`config.mk`:
```
export PLATFORM = sky130hd
export DESIGN_NAME = dpwa_arbiter
export DESIGN_NICKNAME = d
export VERILOG_FILES = /design/src/shared/dpwa_pkg.sv /design/src/verilog/dpwa_arbiter.sv /design/src/verilog/dpwa_path_map.sv
export SDC_FILE = /design/constraint.sdc
export NUM_CORES = 1
export LEC_CHECK = 0
export ABC_AREA = 1
export BUFFER_PORTS_ARGS = -buffer_cell sky130_fd_sc_hd__buf_2
export CAP_MARGIN = 0
export CORE_UTILIZATION = 50
export DETAILED_ROUTE_END_ITERATION = 8
export PLACE_DENSITY = 0.86
export SLEW_MARGIN = 20
export SYNTH_ARGS = -nofsm -noshare
export SYNTH_HDL_FRONTEND = slang
export SYNTH_SLANG_ARGS = --single-unit
```
`constraint.sdc`:
```
create_clock -name core_clk -period 4.45 [get_ports core_clk]
set_clock_uncertainty 0.1 [all_clocks]
set_input_delay 0.89 -clock core_clk [delete_from_list [all_inputs] [get_ports core_clk]]
set_output_delay 0.89 -clock core_clk [all_outputs]
set_load 0.1 [all_outputs]
```
`src/shared/dpwa_pkg.sv`:
```
// Purpose: Constants and types for the dual-path L2 write arbiter
// Assumes: One interconnect clock, one active-low asynchronous reset
// Notes:   Master membership of the two paths is a fixed table
package dpwa_pkg;
	// ==========================================================
	// Widths
	localparam int unsigned MID_W   = 4;
	localparam int unsigned ADDR_W  = 32;
	localparam int unsigned DATA_W  = 32;
	// ==========================================================
	// Path encoding and membership (bit set: master on path B)
	localparam logic              PATH_A          = 1'b0;
	localparam logic              PATH_B          = 1'b1;
	localparam logic [15:0]       PATH_B_MEMBERS  = 16'hFF00;
	// ==========================================================
	// Grant order memory
	localparam int unsigned       ORD_DEPTH       = 4;
	localparam int unsigned       ORD_PTR_W       = 2;
	localparam int unsigned       ORD_CNT_W       = 3;
	localparam logic [ORD_CNT_W-1:0] ORD_FULL_CNT = 3'h4;
	// ==========================================================
	// Reset values
	localparam logic              RST_LAST_GRANT  = PATH_B;
	localparam logic [ORD_PTR_W-1:0] RST_PTR      = 2'h0;
	localparam logic [ORD_CNT_W-1:0] RST_CNT      = 3'h0;
	// ==========================================================
	// Activity states
	typedef enum logic [1:0] {
		ST_IDLE  = 2'b00,
		ST_STALL = 2'b01,
		ST_SERVE = 2'b11
	} dpwa_state_t;
endpackage

```
`src/verilog/dpwa_arbiter.sv`:
```
// Purpose: Write arbiter in front of one core's L2 slave DMA port
// Assumes: Slave side accepts a command or data beat every cycle
// Notes:   fix_order_en selects the ordering-safe grant policy
`timescale 1ns/1ps
`default_nettype none
// Notes on behaviour
// - This stage alone fronts one core's l2_slave_dma_port for all masters.
// - Two input paths; each grants only masters of its own fixed set.
// - A write's path follows solely from its issuing master's identity.
// - While the core is busy, writes on both paths are stalled.
// - On release, legacy grant may favour a later write on the other path.
// - Crossed second-write grants at two stalled slaves can hang both.
// - Such a hang needs two masters, two slaves, both cores stalling.
// - Write data is taken in the order commands were granted.
module dpwa_arbiter (
	// Clock and reset
	input  wire logic                         core_clk,
	input  wire logic                         resetn,
	// Core state and policy
	input  wire logic                         core_busy,
	input  wire logic                         fix_order_en,
	// Path A command
	input  wire logic                         a_cmd_valid,
	output logic                              a_cmd_ready,
	input  wire logic [dpwa_pkg::MID_W-1:0]   a_cmd_mid,
	input  wire logic [dpwa_pkg::ADDR_W-1:0]  a_cmd_addr,
	input  wire logic                         a_older_pending,
	// Path A data
	input  wire logic                         a_wdata_valid,
	output logic                              a_wdata_ready,
	input  wire logic [dpwa_pkg::DATA_W-1:0]  a_wdata,
	input  wire logic                         a_wlast,
	// Path B command
	input  wire logic                         b_cmd_valid,
	output logic                              b_cmd_ready,
	input  wire logic [dpwa_pkg::MID_W-1:0]   b_cmd_mid,
	input  wire logic [dpwa_pkg::ADDR_W-1:0]  b_cmd_addr,
	input  wire logic                         b_older_pending,
	// Path B data
	input  wire logic                         b_wdata_valid,
	output logic                              b_wdata_ready,
	input  wire logic [dpwa_pkg::DATA_W-1:0]  b_wdata,
	input  wire logic                         b_wlast,
	// Slave port command
	output logic                              slv_cmd_valid_q,
	output logic [dpwa_pkg::ADDR_W-1:0]       slv_cmd_addr_q,
	output logic [dpwa_pkg::MID_W-1:0]        slv_cmd_mid_q,
	output logic                              slv_cmd_path_q,
	// Slave port data
	output logic                              slv_wr_valid_q,
	output logic [dpwa_pkg::DATA_W-1:0]       slv_wr_data_q,
	output logic                              slv_wr_last_q,
	// Status
	output logic                              path_err_q,
	output logic                              stalled
);
	import dpwa_pkg::*;

	// ==========================================================
	// Per-path views
	wire logic [1:0]        cmd_valid;
	wire logic [1:0]        older_pending;
	wire logic [1:0]        wdata_valid;
	wire logic [1:0]        wlast;
	wire logic [MID_W-1:0]  cmd_mid [2];
	wire logic [1:0]        path_of;
	wire logic [1:0]        member_ok;
	wire logic [1:0]        eligible;
	wire logic [1:0]        grant;
	wire logic [1:0]        foreign;
	wire logic [1:0]        wdata_ready;

	assign cmd_valid     = {b_cmd_valid, a_cmd_valid};
	assign older_pending = {b_older_pending, a_older_pending};
	assign wdata_valid   = {b_wdata_valid, a_wdata_valid};
	assign wlast         = {b_wlast, a_wlast};
	assign cmd_mid[0]    = a_cmd_mid;
	assign cmd_mid[1]    = b_cmd_mid;

	// ==========================================================
	// Grant order memory state
	logic                   ord_mem [ORD_DEPTH];
	logic [ORD_PTR_W-1:0]   wr_ptr_q;
	logic [ORD_PTR_W-1:0]   rd_ptr_q;
	logic [ORD_CNT_W-1:0]   ord_cnt_q;
	logic                   last_grant_q;
	dpwa_state_t            state_q;
	dpwa_state_t            state_d;

	wire logic ord_empty;
	wire logic ord_full;
	wire logic head_path;

	assign ord_empty = (ord_cnt_q == RST_CNT);
	assign ord_full  = (ord_cnt_q == ORD_FULL_CNT);
	assign head_path = ord_mem[rd_ptr_q];

	// ==========================================================
	// Path membership and eligibility
	genvar p;
	generate
		for (p = 0; p < 2; p++) begin : g_path
			dpwa_path_map u_map (
				.mid  (cmd_mid[p]),
				.path (path_of[p])
			);
			// Issuing master alone decides the path
			assign member_ok[p]   = (path_of[p] == 1'(p));
			assign foreign[p]     = cmd_valid[p] & ~member_ok[p];
			// Busy core holds off every path
			assign eligible[p]    = cmd_valid[p] & member_ok[p]
				& ~core_busy & ~ord_full
				& ~(fix_order_en & older_pending[p]);
			// Data only from the path at the head of grant order
			assign wdata_ready[p] = ~ord_empty & ~core_busy
				& (head_path == 1'(p));
		end
	endgenerate

	// ==========================================================
	// Arbitration: alternate away from the last granted path.
	// Without the safe policy this can pass a later write ahead
	// of an earlier one from another master on the other path.
	wire logic grant_b;
	assign grant_b  = eligible[1]
		& (~eligible[0] | (last_grant_q == PATH_A));
	assign grant[1] = grant_b;
	assign grant[0] = eligible[0] & ~grant_b;

	wire logic grant_any;
	assign grant_any = |grant;

	// Foreign masters are taken and dropped so the path keeps moving
	assign a_cmd_ready   = grant[0] | foreign[0];
	assign b_cmd_ready   = grant[1] | foreign[1];
	assign a_wdata_ready = wdata_ready[0];
	assign b_wdata_ready = wdata_ready[1];

	wire logic [1:0] data_fire;
	wire logic       data_any;
	wire logic       pop;
	assign data_fire = wdata_valid & wdata_ready;
	assign data_any  = |data_fire;
	assign pop       = |(data_fire & wlast);

	// ==========================================================
	// Grant order memory
	always_ff @(posedge core_clk) begin
		if (grant_any) begin
			ord_mem[wr_ptr_q] <= grant_b;
		end
	end

	always_ff @(posedge core_clk or negedge resetn) begin
		if (!resetn) begin
			wr_ptr_q     <= RST_PTR;
			rd_ptr_q     <= RST_PTR;
			ord_cnt_q    <= RST_CNT;
			last_grant_q <= RST_LAST_GRANT;
		end else begin
			if (grant_any) begin
				wr_ptr_q     <= wr_ptr_q + 2'h1;
				last_grant_q <= grant_b;
			end
			if (pop) begin
				rd_ptr_q <= rd_ptr_q + 2'h1;
			end
			case ({grant_any, pop})
				2'b10:   ord_cnt_q <= ord_cnt_q + 3'h1;
				2'b01:   ord_cnt_q <= ord_cnt_q - 3'h1;
				default: ord_cnt_q <= ord_cnt_q;
			endcase
		end
	end

	// ==========================================================
	// Slave port outputs
	always_ff @(posedge core_clk or negedge resetn) begin
		if (!resetn) begin
			slv_cmd_valid_q <= 1'b0;
			slv_cmd_addr_q  <= '0;
			slv_cmd_mid_q   <= '0;
			slv_cmd_path_q  <= PATH_A;
			slv_wr_valid_q  <= 1'b0;
			slv_wr_data_q   <= '0;
			slv_wr_last_q   <= 1'b0;
			path_err_q      <= 1'b0;
		end else begin
			slv_cmd_valid_q <= grant_any;
			if (grant_any) begin
				slv_cmd_addr_q <= grant_b ? b_cmd_addr : a_cmd_addr;
				slv_cmd_mid_q  <= grant_b ? b_cmd_mid : a_cmd_mid;
				slv_cmd_path_q <= grant_b;
			end
			slv_wr_valid_q <= data_any;
			if (data_any) begin
				slv_wr_data_q <= data_fire[1] ? b_wdata : a_wdata;
				slv_wr_last_q <= pop;
			end
			path_err_q <= |foreign;
		end
	end

	// ==========================================================
	// Activity state
	always_comb begin
		state_d = state_q;
		case (state_q)
			ST_IDLE, ST_STALL, ST_SERVE: begin
				if (core_busy & ((|cmd_valid) | ~ord_empty)) begin
					state_d = ST_STALL;
				end else if (~ord_empty | grant_any) begin
					state_d = ST_SERVE;
				end else begin
					state_d = ST_IDLE;
				end
			end
			default: state_d = ST_IDLE;
		endcase
	end

	always_ff @(posedge core_clk or negedge resetn) begin
		if (!resetn) begin
			state_q <= ST_IDLE;
		end else begin
			state_q <= state_d;
		end
	end

	assign stalled = (state_q == ST_STALL);
endmodule
`default_nettype wire

```
`src/verilog/dpwa_path_map.sv`:
```
// Purpose: Maps a master identity to the input path it must use
// Assumes: Membership table is fixed at build time
// Notes:   Purely combinational
`timescale 1ns/1ps
`default_nettype none
module dpwa_path_map (
	// Master identity in
	input  wire logic [dpwa_pkg::MID_W-1:0] mid,
	// Path of that master
	output logic                            path
);
	import dpwa_pkg::*;
	assign path = PATH_B_MEMBERS[mid];
endmodule
`default_nettype wire

```
# [Yosys cells after proc, flatten, opt, wreduce, memory -nomap -nowiden]
# Memories as Yosys holds them, arrays and structs flattened.
# Index checks and enable logic that the tools add are counted.
[totals] ff_bits=83 latch_bits=0 mem_bits_rw=4 mem_bits_ro=32 inputBits=148 out_inout_bits=78 wordCells=83 mem_count=3
[classes] n_addsub=4 mul=0 n_div=0 magnitude_cmp=2 eq_ne=5 n_shift=0 n_mux=11 n_bitwise=36 reduce_logical=9
[memory_table] name="(name not given)" words=16 width=1 read_ports=1 rd_ports_with_merged_regs=0 write_ports=0 line="dpwa_path_map.sv:13" text="assign path = PATH_B_MEMBERS[mid];"
[memory_table] name="(name not given)" words=16 width=1 read_ports=1 rd_ports_with_merged_regs=0 write_ports=0 line="dpwa_path_map.sv:13"
[memory_table] name="ord_mem" words=4 width=1 read_ports=1 rd_ports_with_merged_regs=0 write_ports=1 line="dpwa_arbiter.sv:82" text="logic ord_mem [ORD_DEPTH];"
[op_table] cell="$mux 32" n=2
[op_table] cell="$and 1x1->1" n=18
[op_table] cell="$not 1->1" n=11
[op_table] cell="$lt 4x5->1 const B" n=2
[op_table] cell="$reduce_or 2->1" n=5
[op_table] cell="$mux 2" n=3
[op_table] cell="$pmux 3 s2" n=1
[op_table] cell="$or 1x1->1" n=5
[op_table] cell="$add 2x1->2 const B" n=2
[op_table] cell="$and 2x2->2" n=2
[op_table] cell="$eq 2x1->1 const B" n=2
[op_table] cell="$eq 2x2->1 const B" n=2
[op_table] cell="$mux 1" n=4
[op_table] cell="$mux 4" n=1
[op_table] cell="$add 3x1->3 const B" n=1
[op_table] cell="$eq 3x3->1 const B" n=1
[op_table] cell="$logic_not 3->1" n=1
[op_table] cell="$reduce_or 3->1" n=1
[op_table] cell="$sub 3x1->3 const B" n=1
[op_table] cell="$logic_not 2->1" n=1
[op_table] cell="$reduce_bool 2->1" n=1

# [Longest topological paths before layout]
[logic_depth] ltp_word=17 mapped_depth=13 mapped_depth_nobuf=13

# [Modules after synthesis]
# A second synthesis with hierarchy kept.
[hier_totals] cells_unflattened=593 area_unflattened_um2=4559.4
[modules_own_cells] mod="dpwa_arbiter" n_inst=1 cells_each=591 area_each_um2=4544.4 seq_area_each_um2=2198.4
[modules_own_cells] mod="dpwa_path_map" n_inst=2 cells_each=1 area_each_um2=7.5 seq_area_each_um2=0.0

# [Worst setup path after synthesis]
# No wires, ideal clock.
[synth_path] path_kind="in2out" from="in core_busy" to="out a_wdata_ready" arrival_time_ps=2988 t_required_ps=3460 slack_ps=472 cell_stages=1 path_buffers=0 cell_sequence="nor3_1"
[synth_between] elab_chain_cells=3
[synth_lines] element="start, declared" line="dpwa_arbiter.sv:20" text="input wire logic core_busy,"
[synth_lines] element="$not 1->1" line="dpwa_arbiter.sv:115" text="assign wdata_ready[p] = ~ord_empty & ~core_busy"
[synth_lines] element="$and 1x1->1" line="dpwa_arbiter.sv:115"
[synth_lines] element="$and 1x1->1" line="dpwa_arbiter.sv:116" text="& (head_path == 1'(p));"
[synth_lines] element="end, declared" line="dpwa_arbiter.sv:30" text="output logic a_wdata_ready,"
# Every way passes these cells.

# [Worst setup path in the final report]
[layout_path] from="reg rd_ptr_q[0]" to="out a_wdata_ready"
[layout_between] elab_chain_cells=3
[layout_lines] element="start, declared" line="dpwa_arbiter.sv:84" text="logic [ORD_PTR_W-1:0] rd_ptr_q;"
[layout_lines] element="start signal, assigned" line="dpwa_arbiter.sv:166" text="rd_ptr_q <= rd_ptr_q + 2'h1;"
[layout_lines] element="$mem_v2 4x1"
[layout_lines] element="$not 1->1" line="dpwa_arbiter.sv:116"
[layout_lines] element="$and 1x1->1" line="dpwa_arbiter.sv:116"
# Every way passes these cells.

==> flow_summary.ini <==
[status]
outcome = finished clean

[timing]
tns_ns = 0
max-slew-margin-rel = 0.504
rsz0062_at_grt = no
setup_viol = 0
fin_crit_sh = 0.728
period_minus_slack_ns = 3.24
max_freq_ghz = 0.309
finalHoldViolCount = 0
setup_ws_ns = 1.21
slew_viol_final = 0
worst_pin_slew_ns = 0.744

[logic_synthesis]
yosysWarnings = 0
async_reset_ff_frac = 0.954
ys_types = 29
ys.flop_type = dfrtp_1
synth_edf_count = 4
synth_seq_area_share = 0.486
syn_inst = 593
mappedNetlistArea_sq_um = 4530
ys_ff_latch = 87
synth_fp_nets = 747
syn_area_per_cell_sq_um = 7.63

[layout]
final_cell_mix = 224 x buf_2, 198 x nand2_1, 110 x nand3_1
final_common_cell = buf_2
syn_to_final_growth_pct = 28.3
finalCoreUtilization = 0.663
n_fill_cell = 748
drive_above_1_share = 0.316
fin_nets = 954
n_antenna_cell = 0

[cts]
clock_latency_ns = 0.35
cts_setup_buffers = 0
cts.clk_slew.worst_paths_ns = 0.07
cts.sinks = 87
numCtsBuffers = 9
h-tree-depth = 3
holdBufCountCts = 0
cts.repair.resized = 0
clk_path_buf_depth = 2
cts_tree = done
root_buffer = clkbuf_8

[floorplanning]
die_w_microns = 97.2
core_sq_um = 8760
die_y_microns = 97.2
floorplan.initialDensity = 0.517
rows = 34
die_area_sq_um = 9440
pin_count = 226

[critical_path]
crit_arrival_ns = 2.25
crit_path_start_kind = register
crit_family = simple AND/OR/NAND/NOR gates
crit_top_cell = nand2_1
crit_type = register to output pin
path_max_fanout = 35
crit_required_ns = 3.46
rr_startpoint = rd_ptr_q[0]
cp_num_buf_inv = 2
end_kind = output pin
crit_chain = inv_2 > nand2_1 > nand2_1 > nand2_1 > nand2_2 > nor3_1 > buf_2
cp_slowest_stage_delay_ns = 0.47
ff2ff_path_depth = 10
rr_endpoint = slv_wr_data_q[1]
cpMaxStageDelayCell = dfrtp_1
r2r_slack_ns = 1.48

[hold_path]
hold_class = register to register
holdPathEnd = slv_wr_data_q[27]
holdPathStages = 2
min_from = slv_wr_data_q[27]

[route]
drt_iter0_drc = 219
via_count = 4712
first_pass_iters = 4
routedWlPerCell_microns = 13.7
ant_nets = 0
drc_errors = 0
wl_mm = 12.5
routed_via_density = 5.17

[global_routing]
grt_overflow = 0
grt_pass1_wl_mm = 20.7
grt_max_degree = 84
grt_pass1_vias = 4466
antenna_found_initial = 0
grt_use_total = 0.269

[flow_run]
cap_violations = 0

[placement]
post-place-ws_ns = 1.26
hpwl_mm = 8.92
portBuffers = 225
gp_congestion = 0.845
worst min-delay path, cell delays in order (launching register included):
cell     delay (ns)
dfrtp_1        0.34
nand2_1        0.05
nand2_1        0.06
per-layer routing:
metal  up-vias  track usage  wire (microns)
met5         -            0               0
met4         0       0.0850             224
met3        26       0.0540             995
met2       263        0.454            6150
met1      2138        0.346            5110
li1       2285            -               -
how the worst max path moves through the flow:
stage | endpoint | slack (ns) | cells past startpoint | start
after detailed placement | ord_cnt_q[2] | 1.26 | 11 | core_busy
after floorplan | a_wdata_ready | 0.47 | 1 | core_busy
after global routing | a_wdata_ready | 1.0 | 7 | rd_ptr_q[0]
final | a_wdata_ready | 1.21 | 7 | rd_ptr_q[0]
after CTS | a_wdata_ready | 1.20 | 7 | rd_ptr_q[0]
after global placement | a_cmd_ready | 1.31 | 9 | a_cmd_mid[3]
state kept, by name, summed over array words and instances (netlist names):
| signal | count |
|---|---|
| last_grant_q | 1 |
| ord_cnt_q | 3 |
| ord_mem | 4 |
| path_err_q | 1 |
| rd_ptr_q | 2 |
| slv_cmd_addr_q | 32 |
| slv_cmd_mid_q | 4 |
| slv_cmd_path_q | 1 |
| slv_cmd_valid_q | 1 |
| slv_wr_data_q | 32 |
| slv_wr_last_q | 1 |
| slv_wr_valid_q | 1 |
| state_q | 2 |
| wr_ptr_q | 2 |
cell families (layout without fill, tap and decap cells):
kind of cell | after synthesis | count (layout) | share of synthesized area
AO/OA/AOI/OAI | 14 | 14 | 0.0191
XOR/XNOR | 4 | 4 | 0.00774
AND/OR/NAND/NOR | 357 | 357 | 0.352
flip-flops | 87 | 87 | 0.486
adder cells (fa/ha/maj) | 6 | 6 | 0.0182
buffers and inverters | 125 | 336 | 0.117
stage by stage:
stage                     cell area [sq um]  hold WS (ns)  instances
after floorplan                        4530         0.362        593
after global placement                 5640         0.358        897
after detailed placement               5640         0.360        897
after CTS                              5810         0.380        912
after global routing                   5810         0.407        912
final                                  5810         0.376        912
synth_stat cells (4+ instances only):
cell type / count / area share
clkbuf_1: 7 / 0.0058
nand3_1: 110 / 0.12
edfxtp_1: 4 / 0.027
nor2_1: 8 / 0.0066
ha_1: 5 / 0.014
nand4_1: 34 / 0.047
o21ai_0: 6 / 0.0066
inv_2: 4 / 0.0033
nand2_1: 198 / 0.16
buf_2: 20 / 0.022
dfrtp_1: 82 / 0.45
inv_1: 87 / 0.072
cell type report:
| type | count | area (sq um) | area share |
|---|---|---|---|
| sequential | 87 | 2200 | 0.378 |
| multi-input combinational | 381 | 1800 | 0.309 |
| timing repair buffer | 229 | 1160 | 0.200 |
| inverter | 92 | 348 | 0.0599 |
| clock buffer | 14 | 163 | 0.0280 |
| tap | 108 | 135 | 0.0233 |
| clock inverter | 1 | 5.00 | 0.000862 |
Power is left out: the tool's default activity adds up to more than one toggle a clock period on the data nets, which glitch-free logic cannot reach.
